File: src/mlcf_pkg.sv
`default_nettype none
package mlcf_pkg;
  // ----------------------------------------
  // frame format
  // ----------------------------------------
  localparam logic [7:0] MLCF_SYNC = 8'hAA;
  localparam logic [15:0] MLCF_LEN_ZERO = 16'h0000;
  localparam logic [15:0] MLCF_LEN_ONE = 16'h0001;
  localparam logic [7:0] MLCF_SUM_OK = 8'h00;
  localparam int MLCF_PARAM_KEEP = 4;
  // ----------------------------------------
  // checksum failure report
  // ----------------------------------------
  localparam logic [7:0] MLCF_ERR_OP = 8'hE0;
  localparam logic [7:0] MLCF_ERR_CHKSUM = 8'h01;
  localparam logic [15:0] MLCF_ERR_LEN = 16'h0002;
  localparam logic [2:0] MLCF_ERR_LAST = 3'h5;
  // ----------------------------------------
  // low-mode packet header values
  // ----------------------------------------
  localparam logic [7:0] MLCF_HDR_TEST = 8'h01;
  localparam logic [7:0] MLCF_HDR_CFG = 8'h02;
  localparam logic [7:0] MLCF_HDR_PROG = 8'h03;
  // ----------------------------------------
  // buffer and reset values
  // ----------------------------------------
  localparam int MLCF_FIFO_W = 8;
  localparam int MLCF_FIFO_D = 16;
  localparam logic MLCF_MODE_RST = 1'b1;
  // ----------------------------------------
  // types
  // ----------------------------------------
  typedef enum logic [2:0] {
    MLCF_ST_IDLE = 3'h0,
    MLCF_ST_LEN_H = 3'h1,
    MLCF_ST_LEN_L = 3'h2,
    MLCF_ST_OPC = 3'h3,
    MLCF_ST_PARAM = 3'h4,
    MLCF_ST_CSUM = 3'h5
  } mlcf_state_t;
  typedef enum logic [1:0] {
    MLCF_K_NONE = 2'h0,
    MLCF_K_TEST = 2'h1,
    MLCF_K_CFG = 2'h2,
    MLCF_K_PROG = 2'h3
  } mlcf_kind_t;
  typedef struct packed {
    logic [7:0] opcode;
    logic [15:0] len;
    logic [31:0] params;
  } mlcf_cmd_t;
  typedef struct packed {
    mlcf_kind_t kind;
    logic [7:0] data;
  } mlcf_low_t;
endpackage
`default_nettype wire

File: src/mlcf_framer.sv
`timescale 1ns/100ps
`default_nettype none
// ----------------------------------------
// byte fifo
// ----------------------------------------
module mlcf_fifo #(
  parameter int W = 8,
  parameter int D = 16
) (
  // clock and reset
  input wire logic clk_sys,
  input wire logic sys_rst,
  // fill side
  input wire logic in_valid,
  input wire logic [W-1:0] in_data,
  output logic in_ready,
  // drain side
  output logic out_valid,
  output logic [W-1:0] out_data,
  input wire logic out_ready
);
  localparam int AW = $clog2(D);
  logic [W-1:0] mem [D];
  logic [AW-1:0] wr_reg, rd_reg;
  logic [AW:0] cnt_reg, cnt_next;
  logic push, pop;
  assign push = in_valid && in_ready;
  assign pop = out_valid && out_ready;
  assign out_valid = (cnt_reg != '0);
  assign out_data = mem[rd_reg];
  always_comb begin
    cnt_next = cnt_reg;
    if (push && !pop) cnt_next = cnt_reg + 1'b1;
    else if (pop && !push) cnt_next = cnt_reg - 1'b1;
  end
  always_ff @(posedge clk_sys) begin
    if (sys_rst) begin
      wr_reg <= '0;
      rd_reg <= '0;
      cnt_reg <= '0;
      in_ready <= 1'b0;
    end else begin
      if (push) wr_reg <= wr_reg + 1'b1;
      if (pop) rd_reg <= rd_reg + 1'b1;
      cnt_reg <= cnt_next;
      // registered full flag keeps the fill-side ready a clean flop
      in_ready <= (cnt_next != (AW+1)'(D));
    end
  end
  always_ff @(posedge clk_sys) begin
    if (push) mem[wr_reg] <= in_data;
  end
endmodule // mlcf_fifo

// Operation
// - the mode pin level is caught in the first reset cycle and held until the next reset.
// - a low caught level selects the test, configuration and programming family instead of framed commands.
// - a high caught level selects run mode, driven by the framed command protocol.
// - the serial path opens only once the selected mode is entered, and its protocol follows that mode.
// - in the low family each packet's header value picks test, configuration or programming.
// - a frame is sync 0xAA, two length bytes, opcode, parameters and a checksum at length plus three.
// - length comes high byte first and counts the opcode and parameter bytes only.
// - the checksum makes the 8-bit sum of length, opcode and parameters zero, sync excluded.
// - a frame failing its checksum is not executed and a failure report goes back to the host.
// - run mode carries 8 data bits, no parity, one stop bit at a configurable rate.
module mlcf_framer (
  // clock and reset
  input wire logic clk_sys,
  input wire logic sys_rst,
  // mode
  input wire logic mode_select_pin,
  output logic app_mode,
  output logic uart_enable,
  // received bytes
  input wire logic rx_valid,
  input wire logic [7:0] rx_data,
  output logic rx_ready,
  // executed commands and checksum failures
  output logic cmd_valid,
  output mlcf_pkg::mlcf_cmd_t cmd,
  output logic chk_fail,
  // low-mode bytes
  output logic low_valid,
  output mlcf_pkg::mlcf_low_t low,
  // reply bytes
  output logic tx_valid,
  output logic [7:0] tx_data,
  input wire logic tx_ready
);
  import mlcf_pkg::*;

  function automatic logic [7:0] err_byte(input logic [2:0] idx);
    logic [7:0] s;
    s = MLCF_ERR_LEN[15:8] + MLCF_ERR_LEN[7:0] + MLCF_ERR_OP + MLCF_ERR_CHKSUM;
    case (idx)
      3'h0: err_byte = MLCF_SYNC;
      3'h1: err_byte = MLCF_ERR_LEN[15:8];
      3'h2: err_byte = MLCF_ERR_LEN[7:0];
      3'h3: err_byte = MLCF_ERR_OP;
      3'h4: err_byte = MLCF_ERR_CHKSUM;
      default: err_byte = MLCF_SUM_OK - s;
    endcase
  endfunction

  function automatic mlcf_kind_t hdr_kind(input logic [7:0] b, input mlcf_kind_t cur);
    case (b)
      MLCF_HDR_TEST: hdr_kind = MLCF_K_TEST;
      MLCF_HDR_CFG: hdr_kind = MLCF_K_CFG;
      MLCF_HDR_PROG: hdr_kind = MLCF_K_PROG;
      default: hdr_kind = cur;
    endcase
  endfunction

  // ----------------------------------------
  // mode latch
  // ----------------------------------------
  // power-up value lets the very first reset cycle count as an assertion edge
  logic rst_prev_reg = 1'b0;
  logic mode_reg;
  logic uart_en_reg;
  always_ff @(posedge clk_sys) begin
    rst_prev_reg <= sys_rst;
    if (sys_rst && !rst_prev_reg) mode_reg <= mode_select_pin;
  end
  always_ff @(posedge clk_sys) begin
    if (sys_rst) uart_en_reg <= 1'b0;
    else uart_en_reg <= 1'b1;
  end
  assign app_mode = mode_reg;
  assign uart_enable = uart_en_reg;

  // ----------------------------------------
  // input buffer
  // ----------------------------------------
  logic f_valid, f_ready, pop;
  logic [7:0] f_data;
  logic err_pend_reg;
  // the serial side hands over whole 8-bit characters, so the buffer is one byte wide
  mlcf_fifo #(.W(MLCF_FIFO_W), .D(MLCF_FIFO_D)) mlcf_fifo_i (
    .clk_sys(clk_sys),
    .sys_rst(sys_rst),
    .in_valid(rx_valid && uart_en_reg),
    .in_data(rx_data),
    .in_ready(rx_ready),
    .out_valid(f_valid),
    .out_data(f_data),
    .out_ready(f_ready)
  );
  // parsing stalls while a failure report still waits to go out
  assign f_ready = uart_en_reg && !err_pend_reg;
  assign pop = f_valid && f_ready;

  // ----------------------------------------
  // frame parser
  // ----------------------------------------
  mlcf_state_t st_reg;
  logic [15:0] len_reg, cnt_reg;
  logic [7:0] sum_reg, sum_next, opc_reg;
  logic [31:0] par_reg;
  logic app_pop, sum_ok;
  assign app_pop = pop && mode_reg;
  assign sum_next = sum_reg + f_data;
  assign sum_ok = (sum_next == MLCF_SUM_OK);
  always_ff @(posedge clk_sys) begin
    if (sys_rst) st_reg <= MLCF_ST_IDLE;
    else if (app_pop) begin
      unique case (st_reg)
        MLCF_ST_IDLE: if (f_data == MLCF_SYNC) st_reg <= MLCF_ST_LEN_H;
        MLCF_ST_LEN_H: st_reg <= MLCF_ST_LEN_L;
        MLCF_ST_LEN_L: st_reg <= ({len_reg[15:8], f_data} == MLCF_LEN_ZERO) ? MLCF_ST_CSUM : MLCF_ST_OPC;
        MLCF_ST_OPC: st_reg <= (len_reg == MLCF_LEN_ONE) ? MLCF_ST_CSUM : MLCF_ST_PARAM;
        MLCF_ST_PARAM: if (cnt_reg + 16'h0001 == len_reg) st_reg <= MLCF_ST_CSUM;
        MLCF_ST_CSUM: st_reg <= MLCF_ST_IDLE;
        default: st_reg <= MLCF_ST_IDLE;
      endcase
    end
  end
  always_ff @(posedge clk_sys) begin
    if (sys_rst) begin
      len_reg <= '0;
      cnt_reg <= '0;
      sum_reg <= '0;
      opc_reg <= '0;
      par_reg <= '0;
    end else if (app_pop) begin
      unique case (st_reg)
        MLCF_ST_LEN_H: begin
          len_reg[15:8] <= f_data;
          sum_reg <= f_data;
        end
        MLCF_ST_LEN_L: begin
          len_reg[7:0] <= f_data;
          sum_reg <= sum_next;
          opc_reg <= '0;
          par_reg <= '0;
        end
        MLCF_ST_OPC: begin
          opc_reg <= f_data;
          sum_reg <= sum_next;
          cnt_reg <= 16'h0001;
        end
        MLCF_ST_PARAM: begin
          // only the leading parameters are kept, the rest still feed the checksum
          // the 2-bit slot index must wrap on its own width, hence the concatenation
          if (cnt_reg <= 16'(MLCF_PARAM_KEEP)) par_reg[{cnt_reg[1:0] - 2'h1, 3'h0} +: 8] <= f_data;
          sum_reg <= sum_next;
          cnt_reg <= cnt_reg + 16'h0001;
        end
        default: ;
      endcase
    end
  end

  // ----------------------------------------
  // command and failure outputs
  // ----------------------------------------
  logic csum_pop;
  assign csum_pop = app_pop && (st_reg == MLCF_ST_CSUM);
  always_ff @(posedge clk_sys) begin
    if (sys_rst) begin
      cmd_valid <= 1'b0;
      chk_fail <= 1'b0;
      cmd <= '0;
    end else begin
      cmd_valid <= csum_pop && sum_ok;
      chk_fail <= csum_pop && !sum_ok;
      if (csum_pop && sum_ok) cmd <= '{opcode: opc_reg, len: len_reg, params: par_reg};
    end
  end

  // ----------------------------------------
  // low-mode passthrough
  // ----------------------------------------
  always_ff @(posedge clk_sys) begin
    if (sys_rst) begin
      low_valid <= 1'b0;
      low <= '{kind: MLCF_K_NONE, data: 8'h00};
    end else begin
      low_valid <= pop && !mode_reg;
      if (pop && !mode_reg) low <= '{kind: hdr_kind(f_data, low.kind), data: f_data};
    end
  end

  // ----------------------------------------
  // failure report sender
  // ----------------------------------------
  logic tx_busy_reg;
  logic [2:0] tx_idx_reg;
  logic tx_start;
  assign tx_start = err_pend_reg && !tx_busy_reg;
  always_ff @(posedge clk_sys) begin
    if (sys_rst) err_pend_reg <= 1'b0;
    else if (csum_pop && !sum_ok) err_pend_reg <= 1'b1;
    else if (tx_start) err_pend_reg <= 1'b0;
  end
  always_ff @(posedge clk_sys) begin
    if (sys_rst) begin
      tx_busy_reg <= 1'b0;
      tx_idx_reg <= '0;
      tx_valid <= 1'b0;
      tx_data <= '0;
    end else if (tx_start) begin
      tx_busy_reg <= 1'b1;
      tx_idx_reg <= '0;
      tx_valid <= 1'b1;
      tx_data <= err_byte(3'h0);
    end else if (tx_valid && tx_ready) begin
      if (tx_idx_reg == MLCF_ERR_LAST) begin
        tx_busy_reg <= 1'b0;
        tx_valid <= 1'b0;
      end else begin
        tx_idx_reg <= tx_idx_reg + 3'h1;
        tx_data <= err_byte(tx_idx_reg + 3'h1);
      end
    end
  end

  // ----------------------------------------
  // checks
  // ----------------------------------------
  a_mode_hold: assert property (@(posedge clk_sys) disable iff (sys_rst)
    !$past(sys_rst) |-> $stable(app_mode)) else $error("mode changed outside reset");
  a_uart_open: assert property (@(posedge clk_sys) disable iff (sys_rst)
    $fell(sys_rst) |-> !uart_enable ##1 uart_enable) else $error("serial path timing wrong");
  a_low_no_cmd: assert property (@(posedge clk_sys) disable iff (sys_rst)
    !app_mode |-> !cmd_valid && !chk_fail) else $error("command in low mode");
  a_app_no_low: assert property (@(posedge clk_sys) disable iff (sys_rst)
    app_mode |-> !low_valid) else $error("low byte in run mode");
  a_low_kind: assert property (@(posedge clk_sys) disable iff (sys_rst)
    (pop && !app_mode && f_data == MLCF_HDR_TEST) |=> low_valid && low.kind == MLCF_K_TEST)
    else $error("header kind wrong");
  a_sync_hunt: assert property (@(posedge clk_sys) disable iff (sys_rst)
    (app_pop && st_reg == MLCF_ST_IDLE && f_data != MLCF_SYNC) |=> st_reg == MLCF_ST_IDLE)
    else $error("left hunt without sync");
  a_len_one: assert property (@(posedge clk_sys) disable iff (sys_rst)
    (app_pop && st_reg == MLCF_ST_OPC && len_reg == MLCF_LEN_ONE) |=> st_reg == MLCF_ST_CSUM)
    else $error("length count wrong");
  a_sum_good: assert property (@(posedge clk_sys) disable iff (sys_rst)
    (csum_pop && sum_ok) |=> cmd_valid && !chk_fail ##1 !cmd_valid) else $error("good frame lost");
  a_sum_bad: assert property (@(posedge clk_sys) disable iff (sys_rst)
    (csum_pop && !sum_ok) |=> chk_fail && !cmd_valid ##[1:3] tx_valid && tx_data == MLCF_SYNC)
    else $error("bad frame not reported");
  c_good_cmd: cover property (@(posedge clk_sys) disable iff (sys_rst) cmd_valid);
  c_bad_cmd: cover property (@(posedge clk_sys) disable iff (sys_rst) chk_fail ##[1:20] !tx_valid);
  c_low_byte: cover property (@(posedge clk_sys) disable iff (sys_rst) low_valid && low.kind == MLCF_K_PROG);
  c_fifo_full: cover property (@(posedge clk_sys) disable iff (sys_rst) uart_enable && !rx_ready);
endmodule // mlcf_framer
`default_nettype wire

File: config.mk
export PLATFORM = sky130hd
export DESIGN_NAME = mlcf_framer
export DESIGN_NICKNAME = d
export VERILOG_FILES = /design/src/mlcf_pkg.sv /design/src/mlcf_framer.sv
export SDC_FILE = /design/constraint.sdc
export NUM_CORES = 1
export LEC_CHECK = 0
export BUFFER_PORTS_ARGS = -buffer_cell sky130_fd_sc_hd__buf_2
export CORE_MARGIN = 3
export CORE_UTILIZATION = 52
export CTS_CLUSTER_SIZE = 20
export DETAILED_ROUTE_END_ITERATION = 16
export PLACE_DENSITY = 0.74
export SYNTH_ARGS = -nofsm -noshare
export SYNTH_HDL_FRONTEND = slang
export SYNTH_SLANG_ARGS = --single-unit
File: constraint.sdc
create_clock -name clk_sys -period 5.3 [get_ports clk_sys]
set_input_delay 0.265 -clock clk_sys [delete_from_list [all_inputs] [get_ports clk_sys]]
set_output_delay 0.265 -clock clk_sys [all_outputs]
set_load 0.005 [all_outputs]
==> flow_summary_export.csv, run 1 <==
group,metric,value,unit
routing,wl_met2,15700,um
cts,cts_setup_buffers,0,
cells_and_area,multi_input_area,5500,um^2
logic_synthesis,synth_ff_type,"dfxtp_1",
floorplan,die_h,168,um
timing,final_max_slew_viol_count,0,
run,drv_cap,0,
logic_synthesis,synth_area_per_cell,10.8,um^2
cells_and_area,fillers,2029,
logic_synthesis,ys_async_sr_fraction,0,%
routing,wl_met1,14600,um
floorplan,num_rows,58,
timing,fmax,212,MHz
routing,ant_nets,0,
logic_synthesis,yosysWarnings,0,
global_route,grt_pass1_wl,53500,um
placement,globalplace.congestion,0.903,
hold_path,hp-start,"tx_ready",
cts,cts.sinks,312,
power_and_ir_drop,p_sw_share,26.1,%
worst_setup_path,ff2ff_path_depth,15,
routing,drt_pass1_iterations,5,
routing,drc,0,
cts,clk_latency,0.52,ns
timing,grt_setup_unrepaired,"false",
cells_and_area,regArea,7540,um^2
routing,dr.max_layer_used,"met4",
logic_synthesis,synth_edf_count,129,
cts,ctsResizeCount,0,
routing,avgRoutedWirePerCell,20.0,um
logic_synthesis,netlist.area_leader.share,28.5,%
cts,numCtsBuffers,35,
floorplan,initial_core_util,53.5,%
logic_synthesis,ys_seq_elements,312,
cells_and_area,fin_area,15400,um^2
hold_path,min_to,"tx_idx_reg[2]$_SDFFE_PP0P_",
power_and_ir_drop,seq_power_share,44.1,%
power_and_ir_drop,pwr-share-clk,41.4,%
logic_synthesis,yosysTopAreaCell,"edfxtp_1",
cells_and_area,largest_reg_flops,128,
placement,dpl_cell_area,14200,um^2
cells_and_area,layoutNonFillerInstCount,1668,
power_and_ir_drop,p_int,4.35,mW
cts,clockRootBuffer,"clkbuf_16",
power_and_ir_drop,peakVddDrop,0.411,mV
logic_synthesis,synthTopCellsByArea,"edfxtp_1, dfxtp_1, nor2_1, mux4_2, a21oi_1",
global_route,grt_pass1_vias,9598,
power_and_ir_drop,power_frac_comb,14.5,%
hold_path,hold_path_depth,3,
cts,cts_tree,"built",
cts,clockBufferDepth,3,
power_and_ir_drop,p_total,5.88,mW
hold_path,min_path_type,"primary input to register",
worst_setup_path,endpoint_kind,"register",
cts,htree_levels,2,
global_route,antenna_found_initial,0,
power_and_ir_drop,leakage,5.34,nW
floorplan,die_w,168,um
worst_setup_path,r2r_slack,0.58,ns
global_route,grtUsageTotal,23.3,%
power_and_ir_drop,switchingPower,1.53,mW
timing,tns,0,ns
worst_setup_path,crit_required,5.66,ns
cells_and_area,syn_to_final_growth,13.5,%
routing,totalWireLength,33400,um
timing,finalClockSkew,0.0266,ns
worst_setup_path,reg2reg_to,"cmd[12]$_SDFFE_PP0P_",
cells_and_area,final_layout_size_suffix_gt1_share,16.8,%
timing,worst_pin_slew,1.24,ns
worst_setup_path,path_class,"register to register",
cells_and_area,diodes,0,
timing,hold_ws,0.113,ns
worst_setup_path,startpoint_type,"register",
placement,dp_hpwl,21600,um
logic_synthesis,syn_nets,1293,
placement,port_buffers,93,
global_route,grt_max_degree,107,
timing,min_period,4.72,ns
timing,setup_viol,0,
timing,hold_viol_final,0,
cells_and_area,nets,1350,
logic_synthesis,synthDistinctLibCells,82,
outcome,outcome,"completed",
routing,drtIter0Drc,965,
routing,num_vias,10264,
cts,cts.clk_slew.worst_paths,0.06,ns
logic_synthesis,synthCells,1256,
logic_synthesis,seq_area_frac_synth,55.5,%
placement,dpl.cell_count,1605,
worst_setup_path,worstPathArrival,5.08,ns
floorplan,core_area,25400,um^2
timing,period_share,89.1,%
power_and_ir_drop,power.density,382,nW/um^2
floorplan,io_pins,94,
routing,via_per_inst,6.15,
logic_synthesis,syn-cell-area,13600,um^2
routing,met3_length,2460,um
global_route,grt_overflow,0,
cts,holdBufCountCts,1,
worst_setup_path,worstPathMaxFanout,57,
timing,relSlewSlack,16.6,%
floorplan,die-area,28100,um^2
==> worst max-delay path, stage by stage, from the launching register on <==
cell	delay, ns
dfxtp_2	0.53
buf_4	0.23
mux4_1	0.60
mux4_2	0.63
ha_1	0.27
inv_1	0.07
fa_1	0.19
nor2b_1	0.06
o21ai_0	0.20
a21boi_0	0.15
o21ai_0	0.22
nor3b_1	0.52
o2111ai_4	0.14
buf_4	0.34
o21ai_0	0.30
a21oi_1	0.10
==> power groups by stage <==
| stage | Clock (mW) | Sequential, mW | Combinational [mW] |
|---|---|---|---|
| detailed placement | 0 | 2.65 | 0.841 |
| finish | 2.43 | 2.59 | 0.854 |
| global placement | 0 | 2.64 | 0.826 |
| global route | 2.57 | 2.60 | 0.924 |
| CTS | 2.47 | 2.59 | 0.845 |
| floorplan | 0 | 2.62 | 0.643 |
==> cell families (layout without fill, tap and decap cells) <==
group,Yosys count,in the layout,synth area share (%)
buffers and inverters,127,209,4.50
AND/OR/NAND/NOR,384,384,14.4
adder cells (fa/ha/maj),24,24,2.27
XOR/XNOR,28,28,2.00
flip-flops,312,312,55.5
AO/OA/AOI/OAI,327,327,15.1
multiplexers,54,54,6.32
==> layout make-up <==
type,count,share of cell area (%)
timing repair buffer,117,4.38
clock buffer,50,6.44
clock inverter,12,1.18
sequential,312,48.9
inverter,30,0.739
multi-input combinational,817,35.7
tap,330,2.68
==> per-layer routing <==
metal / track usage [%] / vias to the layer above
met5: 0 / -
met4: 5.34 / 0
met3: 3.73 / 55
met2: 37.4 / 391
met1: 33.7 / 5017
li1: - / 4801
==> cells in the final DEF, fill, tap and decap left out, types with 24 or more instances in the layout <==
| master | synthesis | final |
|---|---|---|
| a21oi_1 | 104 | 104 |
| a22oi_1 | 43 | 43 |
| buf_2 | 9 | 92 |
| clkbuf_16 | 0 | 35 |
| dfxtp_1 | 183 | 182 |
| edfxtp_1 | 129 | 129 |
| inv_1 | 27 | 27 |
| mux2i_1 | 28 | 28 |
| mux4_2 | 24 | 24 |
| nand2_1 | 47 | 47 |
| nand4_1 | 66 | 66 |
| nor2_1 | 144 | 144 |
| o21ai_0 | 74 | 74 |
| o21ai_1 | 24 | 24 |
==> cell usage after synthesis (all sizes together), types with 4 or more instances <==
master,number
a21o,6
edfxtp,129
dfxtp,183
nor3b,4
ha,23
or2,5
nand2b,9
nor2,145
inv,29
a211oi,11
a22oi,45
a31o,4
o211ai,5
a221oi,8
o21ai,98
a311oi,9
xnor2,15
nand4,66
xor2,13
a21oi,104
nor2b,16
buf,32
nor3,25
and3,5
and2,5
and4,5
clkbuf,64
mux2i,28
mux4,25
nor4,9
nand3,20
o21a,6
a31oi,6
nand2,49
or3,6
==> stage by stage <==
| stage | utilization [%] | setup WS [ns] |
|---|---|---|
| after floorplan | - | 1.30 |
| final | 60.7 | 0.577 |
| after global placement | 56.0 | 0.850 |
| after global routing | 60.7 | 0.264 |
| after CTS | 60.7 | 0.625 |
| after detailed placement | 56.0 | 0.677 |
==> how the worst max path moves through the flow <==
| stage | to | slack [ns] | from |
|---|---|---|---|
| 2_1_floorplan | cmd[41]$_SDFFE_PP0P_ | 1.30 | register |
| 6_report | cmd[12]$_SDFFE_PP0P_ | 0.58 | register |
| 3_5_place_dp | err_pend_reg$_SDFFE_PP0P_ | 0.68 | register |
| 4_1_cts | cmd[12]$_SDFFE_PP0P_ | 0.62 | register |
| 3_3_place_gp | cmd[36]$_SDFFE_PP0P_ | 0.85 | register |
| 5_1_grt | cmd[12]$_SDFFE_PP0P_ | 0.26 | register |
Power figures use the tool's default switching activity.
==> inputs of run 2 (changes only) <==
REMOVE_ABC_BUFFERS = 1   (was default)
==> run 2 against run 1 <==
- global-route usage shrank 1.1 points
- critical path depth unchanged
- non-clock buffer count is the same
- hold slack got worse by 0.037 ns
- die area unchanged
- first-iteration DRC count is 16% lower
- critical endpoint is now cmd[14]$_SDFFE_PP0P_
- register-to-register slack gained 0.04 ns
==> flow_summary_export.csv, run 2 (synthesized netlist as in run 1, its figures left out) <==
group,metric,value,unit
timing,worst_pin_slew,1.11,ns
worst_setup_path,cpMostUsedCell,"a21oi_1",
worst_setup_path,worstPathMaxFanout,54,
cells_and_area,nets,1346,
worst_setup_path,slowest_stage,"mux4_2",
floorplan,num_rows,58,
floorplan,die_h,168,um
cells_and_area,largest_reg_flops,128,
floorplan,die_w,168,um
timing,hold_viol_final,0,
timing,fmax,214,MHz
cts,clk_latency,0.57,ns
routing,drt_pass1_iterations,5,
cts,clockRootBuffer,"clkbuf_16",
placement,port_buffers,93,
worst_setup_path,path_cells,"buf_12 > mux4_2 > a22o_1 > or2_1 > ha_1 > a21o_1 > a21oi_1 > o21ai_0 > a21o_1 > a21oi_1 > buf_4 > xor2_4 > buf_4 > nand4_1 > a21oi_1",
worst_setup_path,crit_required,5.78,ns
routing,drtIter0Drc,815,
placement,dp_hpwl,21300,um
timing,setup_viol,0,
floorplan,die-area,28100,um^2
timing,min_period,4.68,ns
timing,hold_ws,0.0759,ns
global_route,grtUsageTotal,22.2,%
routing,num_vias,10129,
hold_path,min_path_type,"primary input to register",
power_and_ir_drop,peakVddDrop,0.302,mV
worst_setup_path,path_class,"register to register",
run,drv_cap,0,
routing,drc,0,
outcome,outcome,"completed",
cells_and_area,final_util,60.1,%
cts,cts.clk_slew.worst_paths,0.06,ns
global_route,grt_pass1_vias,9458,
cts,clockBufferDepth,3,
cts,ctsResizeCount,0,
cts,cts_tree,"built",
timing,grt_setup_unrepaired,"false",
cts,numCtsBuffers,31,
global_route,grt_max_degree,97,
floorplan,io_pins,94,
timing,finalClockSkew,0.0181,ns
routing,ant_nets,0,
cells_and_area,diodes,0,
floorplan,initial_core_util,53.5,%
cts,cts_setup_buffers,0,
worst_setup_path,endpoint_kind,"register",
power_and_ir_drop,power.density,367,nW/um^2
power_and_ir_drop,leakage,5.25,nW
cells_and_area,final_cell_mix,"dfxtp_1, nor2_1, edfxtp_1",
cells_and_area,syn_to_final_growth,12.3,%
cts,holdBufCountCts,2,
timing,relSlewSlack,25.9,%
worst_setup_path,worstPathArrival,5.16,ns
global_route,grt_pass1_wl,51500,um
cts,cts.sinks,312,
cts,htree_levels,1,
timing,final_max_slew_viol_count,0,
routing,totalWireLength,31800,um
floorplan,core_area,25400,um^2
worst_setup_path,crit_path_max_incr_delay,0.57,ns
global_route,antenna_found_initial,0,
cells_and_area,layout_commonest_cell,"dfxtp_1",
routing,via_per_inst,6.09,
global_route,grt_overflow,0,
timing,period_share,88.3,%
worst_setup_path,startpoint_type,"register",
placement,globalplace.congestion,0.884,
cells_and_area,final_layout_size_suffix_gt1_share,16.5,%
routing,avgRoutedWirePerCell,19.1,um
## run 2: changes by cell type in the layout (fill, tap and decap cells not counted), sizes merged
cell	previous run	this run
buf	116	115
bufinv	4	3
clkbuf	50	39
clkinv	8	12
clkinvlp	1	4
dlygate4sd3	1	2
inv	29	30
## run 2: layout make-up
| class | instances | area [um^2] |
|---|---|---|
| clock buffers | 39 | 836 |
| clock inverters | 19 | 185 |
| fillers | 2085 | 10100 |
| inverters | 30 | 114 |
| multi-input cells | 817 | 5490 |
| flip-flops and latches | 312 | 7540 |
| well taps | 330 | 413 |
| repair buffers | 117 | 678 |
## run 2: path summary, 6_finish.rpt
check	start	to	cells past startpoint	slack (ns)
hold / removal	rx_data[1]	mlcf_fifo_i.mem[5][1]$_DFFE_PP_	1	0.08
hold reg to reg	cmd[12]$_SDFFE_PP0P_	cmd[12]$_SDFFE_PP0P_	2	0.47
setup reg to reg	register	cmd[14]$_SDFFE_PP0P_	15	0.62
setup / recovery	register	cmd[14]$_SDFFE_PP0P_	15	0.62
## run 2: power by group
part	switching, mW	internal, mW
logic	0.535	0.297
clock network	0.912	1.26
registers	0.0539	2.54
total	1.50	4.10
## run 2: critical path, delay by kind of cell (launching register included)
family | cells | cell delay (ns)
AO/OA/AOI/OAI | 7 | 1.28
buffers and inverters | 3 | 0.97
AND/OR/NAND/NOR | 2 | 0.61
multiplexers | 1 | 0.57
flip-flops | 1 | 0.54
adder cells (fa/ha/maj) | 1 | 0.35
XOR/XNOR | 1 | 0.24
## run 2: through the flow
stage	instances	TNS, ns	total power [mW]	cell area [um^2]	worst slack [ns]
after floorplan	1159	-104.75	3.16	13100	-1.81
after global placement	1604	0	3.45	14200	0.735
after detailed placement	1604	0	3.47	14200	0.646
after CTS	1664	0	5.63	15300	0.599
after global routing	1664	0	5.80	15300	0.239
final	1664	0	5.60	15300	0.622
## run 2: layer usage
| layer | up-vias | track usage [%] | wire length, um |
|---|---|---|---|
| met4 | 0 | 7.44 | 1030 |
| met5 | - | 0 | 0 |
| li1 | 4795 | - | - |
| met2 | 376 | 36.8 | 15200 |
| met3 | 65 | 3.19 | 1970 |
| met1 | 4893 | 30.1 | 13600 |
==> inputs of run 3 (changes only) <==
CTS_CLUSTER_SIZE = 28   (was 20)
SYNTH_HIERARCHICAL = 1   (was default)
==> run 3 against run 2 <==
- sequential share of layout area up 0.24 points
- largest cell class unchanged
- flip-flop and latch count unchanged
- non-clock buffer count fell by 9
==> flow_summary_export.csv, run 3 <==
group,metric,value,unit
logic_synthesis,synthCells,1202,
floorplan,die_h,167,um
logic_synthesis,synth_ff_type,"dfxtp_1",
worst_setup_path,crit_path_max_incr_delay,0.69,ns
hold_path,min_path_type,"primary input to register",
global_route,grt_overflow,0,
cts,htree_levels,2,
floorplan,core_area,25300,um^2
floorplan,io_pins,94,
logic_synthesis,yosysTopAreaCell,"edfxtp_1",
worst_setup_path,crit_required,5.72,ns
cells_and_area,largest_reg_flops,128,
worst_setup_path,startpoint_type,"register",
logic_synthesis,yosysMostFrequentCell,"nand2_1",
routing,ant_nets,0,
floorplan,die-area,27900,um^2
power_and_ir_drop,leakage,5.34,nW
worst_setup_path,path_cells,"buf_12 > mux4_2 > mux4_2 > ha_1 > inv_1 > fa_1 > nand2b_1 > a2111o_1 > o211ai_1 > or4_4 > nor2_4 > buf_12 > mux2i_1",
placement,dpl_cell_area,14100,um^2
logic_synthesis,seq_area_frac_synth,55.9,%
global_route,grt_pass1_vias,9285,
worst_setup_path,endpoint_kind,"register",
routing,num_vias,9257,
routing,avgRoutedWirePerCell,18.5,um
run,drv_cap,0,
cts,cts_tree,"built",
global_route,grt_pass1_wl,49100,um
cts,clockBufferDepth,3,
placement,globalplace.congestion,0.818,
global_route,top_usage_layer,"met2",
worst_setup_path,path_buf_inv,3,
worst_setup_path,worstPathMaxFanout,27,
timing,setup_ws,0.613,ns
routing,totalWireLength,30000,um
cells_and_area,fin_area,15200,um^2
routing,via_per_inst,5.71,
logic_synthesis,yosysWarnings,6,
floorplan,initial_core_util,53.3,%
timing,period_share,88.4,%
routing,drtIter0Drc,798,
cells_and_area,final_layout_size_suffix_gt1_share,16.6,%
timing,finalClockSkew,0.0107,ns
worst_setup_path,worstPathArrival,5.11,ns
logic_synthesis,syn-cell-area,13500,um^2
timing,grt_setup_unrepaired,"false",
power_and_ir_drop,peakVddDrop,0.304,mV
worst_setup_path,path_class,"register to register",
routing,drc,0,
timing,fmax,213,MHz
cells_and_area,layout_commonest_cell,"nand2_1",
logic_synthesis,synth_area_per_cell,11.2,um^2
placement,dp_hpwl,19300,um
cts,cts.sinks,312,
cells_and_area,syn_to_final_growth,12.5,%
power_and_ir_drop,p_total,5.59,mW
power_and_ir_drop,power.density,368,nW/um^2
logic_synthesis,synth_common_cells,"nand2_1, dfxtp_1, edfxtp_1",
timing,relSlewSlack,23.3,%
logic_synthesis,synthDistinctLibCells,70,
routing,drt_pass1_iterations,5,
placement,port_buffers,93,
cts,cts_setup_buffers,0,
global_route,grt_util_met1,28.1,%
logic_synthesis,synthTopCellsByArea,"edfxtp_1, dfxtp_1, mux4_2, mux2i_1, nand2_1",
global_route,grt_max_degree,91,
logic_synthesis,ys_seq_elements,312,
cts,holdBufCountCts,1,
floorplan,num_rows,58,
cells_and_area,nets,1305,
timing,setup_viol,0,
cts,clockRootBuffer,"clkbuf_16",
global_route,antenna_found_initial,2,
cts,clk_latency,0.51,ns
cts,numCtsBuffers,34,
cells_and_area,final_cell_mix,"nand2_1, dfxtp_1, edfxtp_1",
global_route,grtUsageMet3,3.58,%
worst_setup_path,slowest_stage,"mux4_2",
logic_synthesis,ys_async_sr_fraction,0,%
global_route,grtUsageMet2,37.2,%
timing,hold_viol_final,0,
placement,post-place-ws,0.689,ns
timing,min_period,4.69,ns
cts,cts.clk_slew.worst_paths,0.06,ns
timing,final_max_slew_viol_count,0,
worst_setup_path,critPathTopFamily,"multiplexers",
logic_synthesis,synth_edf_count,129,
timing,worst_pin_slew,1.14,ns
cells_and_area,diodes,0,
logic_synthesis,netlist.area_leader.share,28.7,%
timing,hold_ws,0.135,ns
cts,ctsResizeCount,0,
outcome,outcome,"completed",
global_route,grtUsageTotal,21.6,%
floorplan,die_w,167,um
==> run 3: changes by cell type in the layout (fill, tap and decap cells not counted), moves of 32 or more <==
cell     change
mux2i_1     +53
nand2_1    +139
a21oi_1     -32
nand4_1     -56
nor2_1      -45
o21ai_0     -54
==> run 3: cell type report <==
cell class | instances | area (um^2)
well taps | 330 | 413
inverters | 20 | 76.3
repair buffers | 108 | 621
flip-flops and latches | 312 | 7540
fillers | 2033 | 10100
clock buffers | 43 | 926
multi-input cells | 792 | 5480
clock inverters | 17 | 126
==> run 3: final timing paths <==
| path | startpoint | end | slack [ns] | depth (start not counted) |
|---|---|---|---|---|
| worst max register to register | register | cmd[5]$_SDFFE_PP0P_ | 0.61 | 13 |
| worst min register to register | cmd[32]$_SDFFE_PP0P_ | cmd[32]$_SDFFE_PP0P_ | 0.45 | 2 |
| worst min-delay path | tx_ready | tx_busy_reg$_SDFFE_PP0P_ | 0.13 | 4 |
| worst max-delay path | register | cmd[5]$_SDFFE_PP0P_ | 0.61 | 13 |
==> run 3: metal layers <==
metal	vias up	routed length, um
li1	4471	-
met1	4449	12400
met2	271	15100
met3	62	1680
met4	4	767
met5	-	25
==> run 3: report_power, final <==
part / internal, mW / switching [mW]
clock: 1.29 / 0.927
combinational: 0.332 / 0.446
sequential: 2.54 / 0.0556
==> run 3: worst register-to-register path, delay by kind of cell, from the launching register on <==
family	cells	cell delay (ns)
flip-flops	1	0.50
buffers and inverters	3	0.63
AND/OR/NAND/NOR	3	1.20
AO/OA/AOI/OAI	2	0.28
multiplexers	3	1.47
adder cells (fa/ha/maj)	2	0.53
==> run 3: kinds of logic after synthesis <==
logic type	Yosys count	share of synthesized area [%]
compound gates	171	7.99
xor+xnor	37	2.40
fa+ha+maj	26	2.44
buf+inv	98	3.50
flops	312	55.9
mux	121	12.7
simple gates	437	15.1
==> run 3: per-stage QoR <==
| stage | std cells | setup TNS [ns] | util [%] |
|---|---|---|---|
| 2_1_floorplan | 1124 | -22.13 | - |
| 3_3_place_gp | 1561 | 0 | 55.7 |
| 3_5_place_dp | 1561 | 0 | 55.7 |
| 4_1_cts | 1622 | 0 | 59.9 |
| 5_1_grt | 1622 | 0 | 59.9 |
| 6_report | 1622 | 0 | 59.9 |
